==> src/include/pieb_pkg.sv <==
package pieb_pkg;
  // ----------------------------------------
  // register map (word index == address)
  // ----------------------------------------
  localparam int ADDR_W = 4;
  localparam logic [3:0] OFF_ENABLE_ONE = 4'h0;
  localparam logic [3:0] OFF_ENABLE_TWO = 4'h1;
  localparam logic [3:0] OFF_CONTROL = 4'h2;
  localparam logic [3:0] OFF_FLAGS = 4'h3;
  localparam logic [3:0] OFF_EVT_STATUS = 4'h4;
  localparam logic [3:0] OFF_EVT_CLEAR = 4'h5;
  localparam logic [3:0] OFF_EVT_ENABLE = 4'h6;
  // ----------------------------------------
  // field positions
  // ----------------------------------------
  localparam int BIT_OSC_IE = 2;
  localparam int BIT_CELL_TWO_IE = 1;
  localparam int BIT_CELL_ONE_IE = 0;
  localparam int BIT_GLOBAL_IE = 7;
  localparam int BIT_GROUP_IE = 6;
  localparam int FLAG_OSC = 0;
  localparam int FLAG_CELL_ONE = 1;
  localparam int FLAG_CELL_TWO = 2;
  localparam int NUM_SRC = 3;
  // ----------------------------------------
  // reset values and implemented masks
  // ----------------------------------------
  localparam logic [7:0] RST_ENABLE = 8'h00;
  localparam logic [7:0] MASK_ENABLE_ONE = 8'h04;
  localparam logic [7:0] MASK_ENABLE_TWO = 8'h03;
  localparam logic [7:0] MASK_CONTROL = 8'hc0;
endpackage

==> src/logic/pieb_top.sv <==
// What this block does
// no peripheral request reaches the core unless the group enable is set
// first enable register: bit 2 oscillator enable, other bits read zero
// second enable register: bit 1 cell two, bit 0 cell one, rest zero
// an enable of 1 passes its request, 0 blocks it
// all enable bits clear to zero on every reset
// flags set on their event regardless of any enable
// global enable 1 allows enabled interrupts, 0 suppresses all; the code gates only periph_irq_req_o with it, irq_o ignores it
// request = OR(flag AND enable) AND group enable AND global enable
module pieb_top (
  input wire logic ref_clk_i,
  input wire logic rst_i,
  input wire logic ce_i,
  input wire logic [3:0] addr_i,
  input wire logic [7:0] wdata_i,
  input wire logic wr_i,
  input wire logic rd_i,
  output logic [7:0] rdata_o,
  input wire logic osc_accumulator_event_i,
  input wire logic logic_cell_one_event_i,
  input wire logic logic_cell_two_event_i,
  output logic periph_irq_req_o,
  output logic irq_o
);
  // ----------------------------------------
  // pin inputs: two-stage sync
  // ----------------------------------------
  logic [2:0] evt_meta;
  logic [2:0] evt_sync;
  always_ff @(posedge ref_clk_i) begin
    if (rst_i) begin
      evt_meta <= 3'h0;
      evt_sync <= 3'h0;
    end else if (ce_i) begin
      evt_meta <= {logic_cell_two_event_i, logic_cell_one_event_i, osc_accumulator_event_i};
      evt_sync <= evt_meta;
    end
  end

  // ----------------------------------------
  // enable and control registers
  // ----------------------------------------
  logic [7:0] peripheral_irq_enable_one;
  logic [7:0] peripheral_irq_enable_two;
  logic [7:0] interrupt_control_register;
  logic [2:0] evt_enable;

  function automatic logic hit(input logic [3:0] a, input logic [3:0] off);
    return a == off;
  endfunction

  // unimplemented bits never store, so they always read zero
  always_ff @(posedge ref_clk_i) begin
    if (rst_i) begin
      peripheral_irq_enable_one <= pieb_pkg::RST_ENABLE;
    end else if (ce_i && wr_i && hit(addr_i, pieb_pkg::OFF_ENABLE_ONE)) begin
      peripheral_irq_enable_one <= wdata_i & pieb_pkg::MASK_ENABLE_ONE;
    end
  end

  always_ff @(posedge ref_clk_i) begin
    if (rst_i) begin
      peripheral_irq_enable_two <= pieb_pkg::RST_ENABLE;
    end else if (ce_i && wr_i && hit(addr_i, pieb_pkg::OFF_ENABLE_TWO)) begin
      peripheral_irq_enable_two <= wdata_i & pieb_pkg::MASK_ENABLE_TWO;
    end
  end

  always_ff @(posedge ref_clk_i) begin
    if (rst_i) begin
      interrupt_control_register <= pieb_pkg::RST_ENABLE;
    end else if (ce_i && wr_i && hit(addr_i, pieb_pkg::OFF_CONTROL)) begin
      interrupt_control_register <= wdata_i & pieb_pkg::MASK_CONTROL;
    end
  end

  always_ff @(posedge ref_clk_i) begin
    if (rst_i) begin
      evt_enable <= 3'h0;
    end else if (ce_i && wr_i && hit(addr_i, pieb_pkg::OFF_EVT_ENABLE)) begin
      evt_enable <= wdata_i[2:0];
    end
  end

  // ----------------------------------------
  // peripheral flags and event status
  // ----------------------------------------
  logic [2:0] flags;
  logic [2:0] flag_clr;
  logic [2:0] evt_status;
  logic [2:0] evt_clr;
  assign flag_clr = (ce_i && wr_i && hit(addr_i, pieb_pkg::OFF_FLAGS)) ? wdata_i[2:0] : 3'h0;
  assign evt_clr = (ce_i && wr_i && hit(addr_i, pieb_pkg::OFF_EVT_CLEAR)) ? wdata_i[2:0] : 3'h0;

  pieb_flag_bank #(.N(pieb_pkg::NUM_SRC)) u_flags (
    .ref_clk_i(ref_clk_i),
    .rst_i(rst_i),
    .ce_i(ce_i),
    .set_i(evt_sync),
    .clr_i(flag_clr),
    .flag_o(flags)
  );

  pieb_flag_bank #(.N(pieb_pkg::NUM_SRC)) u_status (
    .ref_clk_i(ref_clk_i),
    .rst_i(rst_i),
    .ce_i(ce_i),
    .set_i(evt_sync),
    .clr_i(evt_clr),
    .flag_o(evt_status)
  );

  // ----------------------------------------
  // request gating
  // ----------------------------------------
  logic [2:0] src_en;
  logic next_req;
  assign src_en = {peripheral_irq_enable_two[pieb_pkg::BIT_CELL_TWO_IE],
                   peripheral_irq_enable_two[pieb_pkg::BIT_CELL_ONE_IE],
                   peripheral_irq_enable_one[pieb_pkg::BIT_OSC_IE]};
  assign next_req = (|(flags & src_en))
                    && interrupt_control_register[pieb_pkg::BIT_GROUP_IE]
                    && interrupt_control_register[pieb_pkg::BIT_GLOBAL_IE];

  always_ff @(posedge ref_clk_i) begin
    if (rst_i) begin
      periph_irq_req_o <= 1'b0;
    end else if (ce_i) begin
      periph_irq_req_o <= next_req;
    end
  end

  always_ff @(posedge ref_clk_i) begin
    if (rst_i) begin
      irq_o <= 1'b0;
    end else if (ce_i) begin
      irq_o <= |(evt_status & evt_enable);
    end
  end

  // ----------------------------------------
  // read port
  // ----------------------------------------
  logic [7:0] next_rdata;
  always_comb begin
    next_rdata = 8'h00;
    unique case (addr_i)
      pieb_pkg::OFF_ENABLE_ONE: next_rdata = peripheral_irq_enable_one;
      pieb_pkg::OFF_ENABLE_TWO: next_rdata = peripheral_irq_enable_two;
      pieb_pkg::OFF_CONTROL: next_rdata = interrupt_control_register;
      pieb_pkg::OFF_FLAGS: next_rdata = {5'h00, flags};
      pieb_pkg::OFF_EVT_STATUS: next_rdata = {5'h00, evt_status};
      pieb_pkg::OFF_EVT_ENABLE: next_rdata = {5'h00, evt_enable};
      default: next_rdata = 8'h00;
    endcase
  end

  always_ff @(posedge ref_clk_i) begin
    if (rst_i) begin
      rdata_o <= 8'h00;
    end else if (ce_i) begin
      rdata_o <= rd_i ? next_rdata : 8'h00;
    end
  end

  // ----------------------------------------
  // checks: request gating
  // ----------------------------------------
  // group and global gate the peripheral request; the enables only pick sources
  a_group_gate: assert property (@(posedge ref_clk_i) disable iff (rst_i)
    ce_i && !interrupt_control_register[pieb_pkg::BIT_GROUP_IE] |=> !periph_irq_req_o)
    else $error("request without group enable");
  a_global_gate: assert property (@(posedge ref_clk_i) disable iff (rst_i)
    ce_i && !interrupt_control_register[pieb_pkg::BIT_GLOBAL_IE] |=> !periph_irq_req_o)
    else $error("request without global enable");
  a_block_src: assert property (@(posedge ref_clk_i) disable iff (rst_i)
    ce_i && src_en == 3'h0 |=> !periph_irq_req_o)
    else $error("request with all enables off");
  a_req_full: assert property (@(posedge ref_clk_i) disable iff (rst_i)
    ce_i && next_req |=> periph_irq_req_o)
    else $error("enabled request not raised");
  a_none_pending: assert property (@(posedge ref_clk_i) disable iff (rst_i)
    ce_i && (flags & src_en) == 3'h0 |=> !periph_irq_req_o)
    else $error("request with no enabled flag");
  a_osc_pass: assert property (@(posedge ref_clk_i) disable iff (rst_i)
    ce_i && flags[pieb_pkg::FLAG_OSC] && src_en[0] && interrupt_control_register[7:6] == 2'h3 |=> periph_irq_req_o)
    else $error("oscillator request blocked");
  a_one_pass: assert property (@(posedge ref_clk_i) disable iff (rst_i)
    ce_i && flags[pieb_pkg::FLAG_CELL_ONE] && src_en[1] && interrupt_control_register[7:6] == 2'h3 |=> periph_irq_req_o)
    else $error("cell one request blocked");
  a_two_pass: assert property (@(posedge ref_clk_i) disable iff (rst_i)
    ce_i && flags[pieb_pkg::FLAG_CELL_TWO] && src_en[2] && interrupt_control_register[7:6] == 2'h3 |=> periph_irq_req_o)
    else $error("cell two request blocked");

  // ----------------------------------------
  // checks: registers
  // ----------------------------------------
  a_one_reserved: assert property (@(posedge ref_clk_i) disable iff (rst_i)
    (peripheral_irq_enable_one & ~pieb_pkg::MASK_ENABLE_ONE) == 8'h00)
    else $error("reserved bit set in enable one");
  a_two_reserved: assert property (@(posedge ref_clk_i) disable iff (rst_i)
    (peripheral_irq_enable_two & ~pieb_pkg::MASK_ENABLE_TWO) == 8'h00)
    else $error("reserved bit set in enable two");
  a_ctrl_reserved: assert property (@(posedge ref_clk_i) disable iff (rst_i)
    (interrupt_control_register & ~pieb_pkg::MASK_CONTROL) == 8'h00)
    else $error("reserved bit set in control");
  a_write_one: assert property (@(posedge ref_clk_i) disable iff (rst_i)
    ce_i && wr_i && addr_i == pieb_pkg::OFF_ENABLE_ONE
    |=> peripheral_irq_enable_one == ($past(wdata_i) & pieb_pkg::MASK_ENABLE_ONE))
    else $error("enable one write lost");
  a_write_two: assert property (@(posedge ref_clk_i) disable iff (rst_i)
    ce_i && wr_i && addr_i == pieb_pkg::OFF_ENABLE_TWO
    |=> peripheral_irq_enable_two == ($past(wdata_i) & pieb_pkg::MASK_ENABLE_TWO))
    else $error("enable two write lost");
  a_write_ctrl: assert property (@(posedge ref_clk_i) disable iff (rst_i)
    ce_i && wr_i && addr_i == pieb_pkg::OFF_CONTROL
    |=> interrupt_control_register == ($past(wdata_i) & pieb_pkg::MASK_CONTROL))
    else $error("control write lost");
  a_reset_clear: assert property (@(posedge ref_clk_i)
    rst_i |=> peripheral_irq_enable_one == 8'h00 && peripheral_irq_enable_two == 8'h00)
    else $error("enables not cleared by reset");
  a_out_reset: assert property (@(posedge ref_clk_i)
    rst_i |=> !periph_irq_req_o && !irq_o && rdata_o == 8'h00)
    else $error("outputs not cleared by reset");

  // ----------------------------------------
  // checks: read port
  // ----------------------------------------
  // idle read data is zero so several slaves can share one or-ed bus
  a_read_data: assert property (@(posedge ref_clk_i) disable iff (rst_i)
    ce_i && rd_i |=> rdata_o == $past(next_rdata))
    else $error("read data wrong");
  a_read_idle: assert property (@(posedge ref_clk_i) disable iff (rst_i)
    ce_i && !rd_i |=> rdata_o == 8'h00)
    else $error("read data without read");
  a_read_one: assert property (@(posedge ref_clk_i) disable iff (rst_i)
    ce_i && rd_i && addr_i == pieb_pkg::OFF_ENABLE_ONE |=> (rdata_o & ~pieb_pkg::MASK_ENABLE_ONE) == 8'h00)
    else $error("enable one reads reserved bits");
  a_read_two: assert property (@(posedge ref_clk_i) disable iff (rst_i)
    ce_i && rd_i && addr_i == pieb_pkg::OFF_ENABLE_TWO |=> (rdata_o & ~pieb_pkg::MASK_ENABLE_TWO) == 8'h00)
    else $error("enable two reads reserved bits");
  a_read_unmapped: assert property (@(posedge ref_clk_i) disable iff (rst_i)
    ce_i && rd_i && addr_i > pieb_pkg::OFF_EVT_ENABLE |=> rdata_o == 8'h00)
    else $error("unmapped read not zero");

  // ----------------------------------------
  // checks: flags and interrupt
  // ----------------------------------------
  // an event shorter than one clock may slip past the synchroniser
  a_sync_pipe: assert property (@(posedge ref_clk_i) disable iff (rst_i)
    ce_i |=> evt_sync == $past(evt_meta))
    else $error("synchroniser skipped a stage");
  a_flag_osc: assert property (@(posedge ref_clk_i) disable iff (rst_i)
    ce_i && evt_sync[0] |=> flags[0])
    else $error("oscillator flag missed its event");
  a_flag_event: assert property (@(posedge ref_clk_i) disable iff (rst_i)
    ce_i && evt_sync[1] |=> flags[1])
    else $error("flag missed its event");
  a_flag_two: assert property (@(posedge ref_clk_i) disable iff (rst_i)
    ce_i && evt_sync[2] |=> flags[2])
    else $error("cell two flag missed its event");
  a_flag_clear: assert property (@(posedge ref_clk_i) disable iff (rst_i)
    ce_i && flag_clr[0] && !evt_sync[0] |=> !flags[0])
    else $error("flag clear ignored");
  a_status_event: assert property (@(posedge ref_clk_i) disable iff (rst_i)
    ce_i && evt_sync[0] |=> evt_status[0])
    else $error("status missed its event");
  a_irq_level: assert property (@(posedge ref_clk_i) disable iff (rst_i)
    ce_i && (evt_status & evt_enable) != 3'h0 |=> irq_o)
    else $error("interrupt not raised");
  a_irq_quiet: assert property (@(posedge ref_clk_i) disable iff (rst_i)
    ce_i && (evt_status & evt_enable) == 3'h0 |=> !irq_o)
    else $error("interrupt without enabled status");

  // ----------------------------------------
  // checks: clock enable
  // ----------------------------------------
  // a low enable must hold outputs, or the core sees a glitch it never asked for
  a_freeze_req: assert property (@(posedge ref_clk_i) disable iff (rst_i)
    !ce_i |=> $stable(periph_irq_req_o))
    else $error("request moved while frozen");
  a_freeze_irq: assert property (@(posedge ref_clk_i) disable iff (rst_i)
    !ce_i |=> $stable(irq_o))
    else $error("interrupt moved while frozen");
  a_freeze_enables: assert property (@(posedge ref_clk_i) disable iff (rst_i)
    !ce_i |=> $stable(peripheral_irq_enable_one) && $stable(peripheral_irq_enable_two))
    else $error("enables moved while frozen");
  a_freeze_rdata: assert property (@(posedge ref_clk_i) disable iff (rst_i)
    !ce_i |=> $stable(rdata_o))
    else $error("read data moved while frozen");

  // ----------------------------------------
  // covers
  // ----------------------------------------
  c_req: cover property (@(posedge ref_clk_i) disable iff (rst_i) $rose(periph_irq_req_o));
  c_irq: cover property (@(posedge ref_clk_i) disable iff (rst_i) $rose(irq_o));
  c_read: cover property (@(posedge ref_clk_i) disable iff (rst_i) rd_i ##1 rdata_o != 8'h00);
  c_clear_race: cover property (@(posedge ref_clk_i) disable iff (rst_i) ce_i && (flag_clr & evt_sync) != 3'h0);
endmodule

==> src/logic/pieb_flag_bank.sv <==
// sticky flags: hardware set beats software clear
module pieb_flag_bank #(
  parameter int N = 3
) (
  input wire logic ref_clk_i,
  input wire logic rst_i,
  input wire logic ce_i,
  input wire logic [N-1:0] set_i,
  input wire logic [N-1:0] clr_i,
  output logic [N-1:0] flag_o
);
  always_ff @(posedge ref_clk_i) begin
    if (rst_i) begin
      flag_o <= '0;
    end else if (ce_i) begin
      flag_o <= (flag_o & ~clr_i) | set_i;
    end
  end

  a_set_wins: assert property (@(posedge ref_clk_i) disable iff (rst_i)
    ce_i && set_i[0] |=> flag_o[0]) else $error("flag set lost");
endmodule

==> config.mk <==
export PLATFORM = sky130hd
export DESIGN_NAME = pieb_top
export DESIGN_NICKNAME = d
export VERILOG_FILES = /design/src/include/pieb_pkg.sv /design/src/logic/pieb_top.sv /design/src/logic/pieb_flag_bank.sv
export SDC_FILE = /design/constraint.sdc
export NUM_CORES = 1
export LEC_CHECK = 0
export ABC_AREA = 1
export ABC_CLOCK_PERIOD_IN_PS = 1400
export BUFFER_PORTS_ARGS = -buffer_cell sky130_fd_sc_hd__buf_2
export CORE_ASPECT_RATIO = 0.75
export CORE_MARGIN = 8
export CORE_UTILIZATION = 56
export CTS_CLUSTER_SIZE = 30
export DETAILED_ROUTE_END_ITERATION = 10
export PLACE_DENSITY = 0.84
export SYNTH_ARGS = -nofsm -noshare
export SYNTH_HDL_FRONTEND = slang
export SYNTH_HIERARCHICAL = 1
export SYNTH_SLANG_ARGS = --single-unit
==> constraint.sdc <==
create_clock -name ref_clk_i -period 1.4 [get_ports ref_clk_i]
set_clock_uncertainty 0.1 [all_clocks]
set_input_delay 0.07 -clock ref_clk_i [delete_from_list [all_inputs] [get_ports ref_clk_i]]
set_output_delay 0.07 -clock ref_clk_i [all_outputs]
set_load 0.1 [all_outputs]
**Word-level counts from Yosys, hierarchy flattened**

Cells that the tools add are included.

- Register bits after elaboration: 30
- Input port bits: 20
- Output and inout bits: 10
- Word-level logic and storage cells: 41

- Equality and inequality tests: 6
- Muxes and demuxes: 4
- Bitwise logic cells: 8
- Reduce and logical (&&, ||, !) cells: 12

Operators by type and width:

| cell | count |
|---|---|
| 8-bit case mux with 6 select lines | 1 |
| 3-bit bitwise AND | 4 |
| 4-bit by 3-bit equality test with 1-bit output (second input constant) | 3 |
| 1-bit logical AND | 9 |
| 4-bit by 2-bit equality test with 1-bit output (second input constant) | 2 |
| 8-bit 2-to-1 mux | 1 |
| 3-bit 2-to-1 mux | 2 |
| 3-bit NOT | 2 |
| 3-bit OR | 2 |
| 3-bit OR reduction | 2 |
| 4-bit by 1-bit equality test with 1-bit output (second input constant) | 1 |
| 4-bit logical NOT | 1 |

**Logic depth before layout (Yosys ltp)**

Gate-level depths: netlist of run 1.

- Word-level depth: 6
- Mapped depth: 7

**Hierarchy**

The synthesis of run 1 kept the hierarchy.

Modules (own cells, without submodules):

| module | instances | cells each | area an instance (um2) | seq. area each (um2) |
|---|---|---|---|---|
| pieb_top | 1 | 149 | 1043.5 | 420.4 |
| pieb_flag_bank | 2 | 15 | 108.9 | 60.1 |

**Least setup slack after synthesis of run 1**

Ideal clock, no wire load.

- Path kind: register to register
- From: register, netlist name irq_o
- To: register irq_o
- Setup time: 0.075 ns
- Arrival: 1.220 ns
- Path slack: 0.005 ns
- Cell stages (with the launch flop): 3
- Path through: dfxtp_1 > o21ai_0 > a31oi_1

RTL lines:

| item | RTL line | RTL |
|---|---|---|
| to (signal assigned) | pieb_top.sv:137 | `irq_o <= \|(evt_status & evt_enable);` |
| to (decl) | pieb_top.sv:23 | `output logic irq_o` |

**Worst setup path in the final report of run 1**

- From: input port ce_i
- To: register u_status.flag_o[0]

- Word-level cells in the longest chain between the ends: 6

Ends and longest elaborated chain:

| item | RTL line | RTL |
|---|---|---|
| from (decl) | pieb_top.sv:13 | `input wire logic ce_i,` |
| 1-bit logical AND (2 in series) | pieb_top.sv:93 | `assign evt_clr = (ce_i && wr_i && hit(addr_i, pieb_pkg::OFF_EVT_CLEAR)) ? wdata_i[2:0] : 3'h0;` |
| 3-bit 2-to-1 mux | pieb_top.sv:93 |  |
| net evt_clr[0] | pieb_top.sv:91 | `logic [2:0] evt_clr;` |
| 3-bit NOT | pieb_flag_bank.sv:16 | `flag_o <= (flag_o & ~clr_i) \| set_i;` |
| 3-bit bitwise AND | pieb_flag_bank.sv:16 |  |
| 3-bit OR | pieb_flag_bank.sv:16 |  |
| to (signal assigned) | pieb_flag_bank.sv:16 |  |
| to (decl) | pieb_flag_bank.sv:10 | `output logic [N-1:0] flag_o` |

The timed path passes the listed nets, and every way through them passes these cells.
A chain may end at the register's enable or synchronous reset.

==> results of run 1 <==
-- flip-flops by register name, summed over array words and instances, names as in the netlist --
name                        count
interrupt_control_register      2
peripheral_irq_enable_two       2
evt_sync                        3
evt_meta                        3
irq_o                           1
periph_irq_req_o                1
rdata_o                         5
u_status/flag_o                 3
u_flags/flag_o                  3
peripheral_irq_enable_one       1
evt_enable                      3
-- per-layer routing --
metal  vias to the layer above  GRT usage [%]  part of all wire [%]
li1                        649              -                     -
met1                       577           16.7                    41
met2                        32           26.5                    51
met3                         2           5.24                   7.5
met4                         0           4.13                  0.49
met5                         -              0                     0
-- Yosys cell counts (all sizes together) --
| cell | instances |
|---|---|
| dfxtp | 27 |
| nand2 | 41 |
| buf | 7 |
| nand4 | 1 |
| a21oi | 21 |
| inv | 16 |
| o21ai | 16 |
| nand3 | 22 |
| a31oi | 1 |
| conb | 1 |
| and3 | 1 |
| a211oi | 1 |
| nor2 | 23 |
| clkinv | 1 |
-- timing repair --
action / in CTS / in global routing
endpoints found under the hold margin: 21 / 0
endpoints found under the setup margin: 0 / 11
hold buffers: 10 / 0
gates resized for setup: 0 / 5
-- worst reg2reg max path, delay by kind of cell (launching register included) --
| family | cells | cell delay (ns) |
|---|---|---|
| and+or+nand+nor | 2 | 0.19 |
| DFF | 1 | 0.41 |
| AOI/OAI and AO/OA | 2 | 0.19 |
-- through the flow --
step | total power (W) | setup WS [ns] | cells
detailed placement | 0.00101 | 0.195 | 223
finish | 0.00136 | 0.0619 | 237
global route | 0.00142 | -0.0311 | 237
CTS | 0.00136 | 0.0175 | 237
floorplan | 0.000963 | 0.00502 | 181
global placement | 0.00100 | 0.216 | 223
-- how the worst min path moves through the flow --
stage,start,endpoint,slack (ns),cells past startpoint
2_1_floorplan,rst_i,u_flags/flag_o[0]$_SDFFE_PP0P_,0.04,1
3_3_place_gp,logic_cell_two_event_i,evt_meta[2]$_SDFFE_PP0P_,0.19,3
3_5_place_dp,logic_cell_two_event_i,evt_meta[2]$_SDFFE_PP0P_,0.20,3
4_1_cts,rd_i,rdata_o[7]$_SDFFE_PP0P_,0.02,5
5_1_grt,rd_i,rdata_o[7]$_SDFFE_PP0P_,0.03,5
6_report,rd_i,rdata_o[7]$_SDFFE_PP0P_,0.03,5
-- power groups by stage --
| stage | combinational (W) | sequential, W | clock (W) |
|---|---|---|---|
| 2_1_floorplan | 0.000129 | 0.000833 | 0 |
| 3_3_place_gp | 0.000179 | 0.000826 | 0 |
| 3_5_place_dp | 0.000183 | 0.000828 | 0 |
| 4_1_cts | 0.000205 | 0.000811 | 0.000342 |
| 5_1_grt | 0.000232 | 0.000815 | 0.000370 |
| 6_report | 0.000213 | 0.000812 | 0.000331 |
-- final cells by class --
type	instances	area, µm²	share of cell area [%]
flip-flops and latches	27	541	36.0
well taps	25	31.3	2.08
clock inverters	1	5.00	0.333
repair buffers	34	225	15.0
inverters	17	66.3	4.42
multi-input cells	130	611	40.7
clock buffers	3	22.5	1.50
-- cell families after synthesis --
kind of cell / after synthesis / synth area share (%)
other: 1 / 0.297
flip-flops: 27 / 42.9
buffers and inverters: 24 / 9.92
AO/OA/AOI/OAI: 39 / 15.8
AND/OR/NAND/NOR: 88 / 31.2
==> results.md, run 1 <==
- Status: complete, no violations
- Die Footprint: 4040 µm²
- FMAX: 0.747 GHz
- Final slew viol count: 0
- TritonRoute pass-1 iters: 4
- Crit-path max FO: 10
- Post-Syn Instances: 179
- Post-DP HPWL: 2190 µm
- Clock power share: 24.4%
- Total GRT Usage: 15.0%
- CP Class: in -> reg
- Setup bufs post-CTS: 0
- Worst Setup EP: u_status/flag_o[0]$_SDFFE_PP0P_
- DR WL/cell: 13.0 µm
- CTS tree: yes
- HP Class: in -> reg
- Syn avg cell area: 7.05 µm²
- Commonest non-fill, non-tap cell in the layout: nand2_1
- Vias/cell: 5.32
- Yosys warns: 6
- Pint: 0.000969 W
- GP Congestion: 0.936
- Tcrit/Tclk final: 95.6%
- Grt total ovfl: 0
- Vias in the first global route: 1,173
- Yosys cell types: 21
- Most common cell on crit path: nand2_1
- Power Dens Cells: 903 nW/µm²
- Lkg Pwr: 0.633 nW
- Drt drc: 0
- Layout cells sized above 1: 18.9%
- Synth-to-Final Area Change: 19.0%
- Arr. time, crit path: 1.45 ns
- Crit path largest cell delay: 0.53 ns
- NetSw: 0.000387 W
- Reg-to-Reg Start: u_status/flag_o[0]$_SDFFE_PP0P_
- Iteration-0 DRC Markers: 91
- Worst setup SP type: input pin
- Final setup fails: 0
- CTS H-Tree Depth: 1
- Total CTS buffers: 3
- Cell accounting for the most synthesized area: dfxtp_1
- Initial antenna violation count: 0
- Most frequent cells in the layout: 41 x nand2_1, 27 x dfxtp_1, 22 x buf_2
- Share of Yosys cell area claimed by the top area cell type: 42.9%
- Number of I/O port buffers: 23
- Register area share after synthesis: 42.9%
- Setup TNS: 0 ns
- Nets@finish: 233
- Crit path from: ce_i
- Dpl cell area: 1360 µm²
- Die height: 57.1 µm
- Antenna Nets Post-Route: 0
- Reg2Reg Setup Slack: 0.45 ns
- Worst-skew pair later-pin latency: 0.32 ns
- Crit-path cells: dlygate4sd3_1 -> clkbuf_4 -> nand2_1 -> inv_4 -> nand3_1 -> nor2_1 -> nand2_1 -> nand2_1 -> a21oi_1
- CP required: 1.52 ns
- Clk pin slew, worst setup/hold paths: 0.14 ns
- Hold Fails Final Rpt: 0
- Max Buffers Root-to-Sink: 2
- Core Region: 2210 µm²
- Logic pwr share: 15.7%
- Antenna Cells: 0
- Root Buffer: clkbuf_4
- Fill count: 188
- Slowest CP cell: dlygate4sd3_1
- Setup crit end kind: flip-flop
- Sequential power share: 59.9%
- Seq cells post-synth: 27
- Dominant cells by area after synthesis: dfxtp_1 43%, nand2_1 12%, a21oi_1 8.3%
- Design area: 1500 µm²
- Switching power share of the total: 28.6%
- Initial Util: 56.9%
- Routed via count: 1,260
- WP buf/inv: 3
- Largest net degree at the start of global routing: 16
- CTS sink cnt: 27
- Max-Cap Viols: 0
- Rows: 15
- Drt total wl: 3070 µm
- I/O pin cnt: 30
- Delay-heaviest family, CP: buffers and inverters
- Reg2Reg Depth: 4
- Reg2reg end: rdata_o[0]$_SDFFE_PP0P_
- Max rail drop VDD: 0.631 mV
- Util after Layout: 67.8%
- Crit. path cell count: 9
- First-pass GRT wire length: 4970 µm
- Die X: 70.8 µm
- Hold_ws: 0.0262 ns
- Post-Syn Area: 1260 µm²
- Final min period: 1.34 ns
Note: power is estimated with default switching activity, not from simulation.
==> run 2: changes to the inputs <==
--- a/config.mk
+++ b/config.mk
@@ -13,7 +13,7 @@
 export CORE_UTILIZATION = 56
 export CTS_CLUSTER_SIZE = 30
 export DETAILED_ROUTE_END_ITERATION = 10
-export PLACE_DENSITY = 0.84
+export PLACE_DENSITY = 0.87
 export SYNTH_ARGS = -nofsm -noshare
 export SYNTH_HDL_FRONTEND = slang
 export SYNTH_HIERARCHICAL = 1
==> results.md, run 2 (synthesis results as in run 1) <==
- First-pass GRT wire length: 5520 µm
- Most frequent cells in the layout: 41 x nand2_1, 27 x dfxtp_1, 22 x buf_2
- Reg2Reg Depth: 3
- Setup crit end kind: flip-flop
- Power Dens Cells: 908 nW/µm²
- Total CTS buffers: 3
- Drt drc: 0
- GP Congestion: 0.925
- Crit-path max FO: 1
- Status: complete, no violations
- Final slew viol count: 0
- Antenna Cells: 0
- Reg-to-Reg Start: interrupt_control_register[7]$_SDFFE_PP0P_
- Total GRT Usage: 16.4%
- Final min period: 1.34 ns
- Root Buffer: clkbuf_4
- Clk pin slew, worst setup/hold paths: 0.15 ns
- Vias/cell: 5.67
- Reg2reg end: interrupt_control_register[7]$_SDFFE_PP0P_
- Largest net degree at the start of global routing: 21
- Hold_ws: 0.0435 ns
- TritonRoute pass-1 iters: 6
- CP Class: in -> reg
- CTS sink cnt: 27
- HP Class: in -> reg
- Crit-path cells: dlygate4sd3_1 -> buf_2 -> nand3_1 -> a21oi_1 -> dlygate4sd3_1
- Tcrit/Tclk final: 95.6%
- Slowest CP cell: dlygate4sd3_1
- Non-Filler Instances: 239
- Setup TNS: 0 ns
- Arr. time, crit path: 1.53 ns
- RSZ-0062 raised after global routing: no
- Number of I/O port buffers: 23
- Lkg Pwr: 0.646 nW
- Drt total wl: 3370 µm
- Die Footprint: 4040 µm²
- Die height: 57.1 µm
- Most common cell on crit path: dlygate4sd3_1
- Dpl cell area: 1360 µm²
- Routed via count: 1,356
- Hold Fails Final Rpt: 0
- Initial Util: 56.9%
- Grt total ovfl: 0
- CP required: 1.59 ns
- CTS tree: yes
- WHS Endpoint: rdata_o[6]$_SDFFE_PP0P_
- Max FFs per register: 5
- Crit path largest cell delay: 0.56 ns
- Nets@finish: 235
- Vias in the first global route: 1,362
- Commonest non-fill, non-tap cell in the layout: nand2_1
- DR WL/cell: 14.1 µm
- Die X: 70.8 µm
- Max-Cap Viols: 0
- Design area: 1510 µm²
- Max Buffers Root-to-Sink: 2
- Post-DP HPWL: 2340 µm
- Synth-to-Final Area Change: 19.5%
- FMAX: 0.747 GHz
- Antenna Nets Post-Route: 0
- Iteration-0 DRC Markers: 125
- Placed cells: 223
- Worst-skew pair later-pin latency: 0.33 ns
- Top reg by flops: rdata_o
- Layout cells sized above 1: 17.3%
- Core Region: 2210 µm²
- Max rail drop VDD: 0.694 mV
- WHS Path Cells: 5
- CTS H-Tree Depth: 1
- Initial antenna violation count: 0
- Final setup fails: 0
- Hold Crit Start: rd_i
- I/O pin cnt: 30
- Rows: 15
- Reg2Reg Setup Slack: 0.11 ns
- Worst setup SP type: input pin
run 2: timing repair:
item / CTS / global route
hold endpoints to repair: 15 / 0
hold buffers: 11 / 0
buffers inserted: 0 / 1
endpoints found under the setup margin: 0 / 1
resized for setup: 0 / 1
run 2: critical path: cells and delay by family:
| family | cells | cell delay (ns) |
|---|---|---|
| buf+inv | 3 | 1.23 |
| compound gates | 1 | 0.16 |
| simple gates | 1 | 0.08 |
run 2: metal layers:
metal / track usage (%) / wire length [µm] / vias to the layer above
met1: 17.2 / 1360 / 609
met4: 3.83 / 95 / 0
met2: 30.2 / 1610 / 81
met5: 0 / 0 / -
li1: - / - / 649
met3: 6.47 / 299 / 17
run 2: cell type report:
type	instances	area (µm²)
clock buffers	4	26.3
fillers	205	707
inverters	17	63.8
multi-input cells	130	603
flip-flops and latches	27	541
well taps	25	31.3
repair buffers	36	243
run 2: worst max path at each step:
stage                     slack, ns                                         end          startpoint  depth (start not counted)
final                          0.06  interrupt_control_register[7]$_SDFFE_PP0P_          wdata_i[7]                          5
after global routing          0.008  interrupt_control_register[7]$_SDFFE_PP0P_               rst_i                          4
after CTS                      0.06  interrupt_control_register[7]$_SDFFE_PP0P_               rst_i                          4
after detailed placement       0.22                     rdata_o[7]$_SDFFE_PP0P_                ce_i                          5
after global placement         0.26                          irq_o$_SDFFE_PP0P_                ce_i                          5
after floorplan               0.005                          irq_o$_SDFFE_PP0P_  irq_o$_SDFFE_PP0P_                          2
run 2: where the power goes:
part	switching [W]	internal, W
clock	0.000228	0.000112
combinational	0.000147	0.0000697
sequential	0.0000189	0.000793
total	0.000395	0.000975
run 2: metrics by stage:
step	utilization (%)	total power, W	setup WS [ns]
6_report	68.1	0.00137	0.0615
5_1_grt	68.1	0.00141	0.00837
4_1_cts	67.6	0.00136	0.0553
3_5_place_dp	61.5	0.00101	0.219
3_3_place_gp	61.5	0.00100	0.257
2_1_floorplan	-	0.000963	0.00502
==> run 3: changes to the inputs <==
--- a/config.mk
+++ b/config.mk
@@ -14,6 +14,7 @@
 export CTS_CLUSTER_SIZE = 30
 export DETAILED_ROUTE_END_ITERATION = 10
 export PLACE_DENSITY = 0.87
+export SETUP_SLACK_MARGIN = 0.1
 export SYNTH_ARGS = -nofsm -noshare
 export SYNTH_HDL_FRONTEND = slang
 export SYNTH_HIERARCHICAL = 1
==> results.md, run 3 (synthesis results as in run 1) <==
- Vias/cell: 5.59
- Drt total wl: 3440 µm
- RSZ-0062 raised after global routing: no
- Final setup fails: 0
- Top reg by flops: rdata_o
- Arr. time, crit path: 1.11 ns
- Setup ws final: 0.119 ns
- Total GRT Usage: 16.5%
- HP Class: in -> reg
- Die height: 57.1 µm
- WP buf/inv: 1
- CTS H-Tree Depth: 1
- Met2 GRT Util: 27.3%
- Lkg Pwr: 0.668 nW
- Clk pin slew, worst setup/hold paths: 0.15 ns
- Setup crit end kind: primary output
- FMAX: 0.781 GHz
- Routed via count: 1,359
- GP Congestion: 0.980
- Max FFs per register: 5
- Final min period: 1.28 ns
- Nets@finish: 239
- Grt total ovfl: 0
- Tcrit/Tclk final: 91.5%
- Power Dens Cells: 877 nW/µm²
- Worst setup SP type: flip-flop
- Most frequent cells in the layout: 41 x nand2_1, 20 x nand3_1, 20 x a21oi_1
- CP Class: reg -> out
- Vias in the first global route: 1,268
- Met1 Use GR: 19.3%
- Reg2reg end: interrupt_control_register[7]$_SDFFE_PP0P_
- Reg-to-Reg Start: interrupt_control_register[7]$_SDFFE_PP0P_
- Design area: 1580 µm²
- DR WL/cell: 14.1 µm
- Die X: 70.8 µm
- Slowest CP cell: buf_2
- Status: complete, no violations
- Number of I/O port buffers: 23
- Layout cells sized above 1: 23.4%
- Max rail drop VDD: 0.608 mV
- Met3 usage: 6.99%
- Hold Crit Start: rd_i
- Max-Cap Viols: 0
- Busiest grt layer: met2
- Setup WS pre-CTS: 0.203 ns
- Setup TNS: 0 ns
- WHS Path Cells: 5
- Iteration-0 DRC Markers: 155
- Hold Fails Final Rpt: 0
- Drt drc: 0
- Crit-path max FO: 2
- Util after Layout: 71.2%
- Delay-heaviest family, CP: buffers and inverters
- Crit-path cells: buf_2
- Max Buffers Root-to-Sink: 2
- Post-DP HPWL: 2240 µm
- Crit path largest cell delay: 0.42 ns
- Initial antenna violation count: 0
- Initial Util: 56.9%
- Reg2Reg Setup Slack: 0.14 ns
- Worst-skew pair later-pin latency: 0.34 ns
- I/O pin cnt: 30
- Die Footprint: 4040 µm²
- CTS tree: yes
- Reg2Reg Depth: 3
- TritonRoute pass-1 iters: 4
- Rows: 15
- Largest net degree at the start of global routing: 21
- Synth-to-Final Area Change: 25.0%
- Core Region: 2210 µm²
- Antenna Cells: 0
- First-pass GRT wire length: 5510 µm
- CP required: 1.23 ns
- Root Buffer: clkbuf_4
- Crit path from: rdata_o[2]$_SDFFE_PP0P_
- Antenna Nets Post-Route: 0
- Commonest non-fill, non-tap cell in the layout: nand2_1
- WHS Endpoint: rdata_o[6]$_SDFFE_PP0P_
- Final slew viol count: 0
- Dpl cell area: 1370 µm²
- Total CTS buffers: 3
- CTS sink cnt: 27
run 3: cell types whose count changed in the layout (fill, tap and decap cells not counted), sizes merged:
| cell | previous run | this run |
|---|---|---|
| buf | 24 | 21 |
| clkbuf | 5 | 9 |
| clkinv | 1 | 2 |
| dlygate4sd3 | 11 | 13 |
run 3: worst max-delay path by stage:
stage,to,depth (start not counted)
finish,rdata_o[2],1
global route,interrupt_control_register[7]$_SDFFE_PP0P_,3
CTS,irq_o,1
detailed placement,rdata_o[0]$_SDFFE_PP0P_,5
global placement,irq_o$_SDFFE_PP0P_,5
floorplan,irq_o$_SDFFE_PP0P_,2
run 3: final cells by class:
cell class              instances  area, µm²
clock buffers                   3       22.5
clock inverters                 1       5.00
fillers                       193        638
inverters                      17       63.8
multi-input cells             130        612
flip-flops and latches         27        552
well taps                      25       31.3
repair buffers                 40        290
run 3: per-stage QoR:
stage | cells | total power [W] | hold slack [ns]
after global placement | 223 | 0.00101 | 0.194
after detailed placement | 223 | 0.00101 | 0.206
final | 243 | 0.00138 | 0.0190
after global routing | 243 | 0.00143 | 0.0504
after floorplan | 181 | 0.000963 | 0.0391
after CTS | 240 | 0.00137 | 0.0216
run 3: report_power, final:
group          leakage [nW]  internal, W  switching, W
logic                 0.425    0.0000741      0.000149
clock network        0.0177     0.000108      0.000238
registers             0.224     0.000793     0.0000194
run 3: timing repair:
item                                   4_1_cts  5_1_grt
resized for setup                            0       10
hold buffers                                13        1
setup endpoints to repair                    0        8
endpoints found under the hold margin       22        1
setup buffers                                0        3
run 3: per-layer routing:
metal	vias to the layer above	wire length [µm]
met1	630	1370
met2	65	1610
li1	654	-
met4	0	55
met5	-	0
met3	10	406
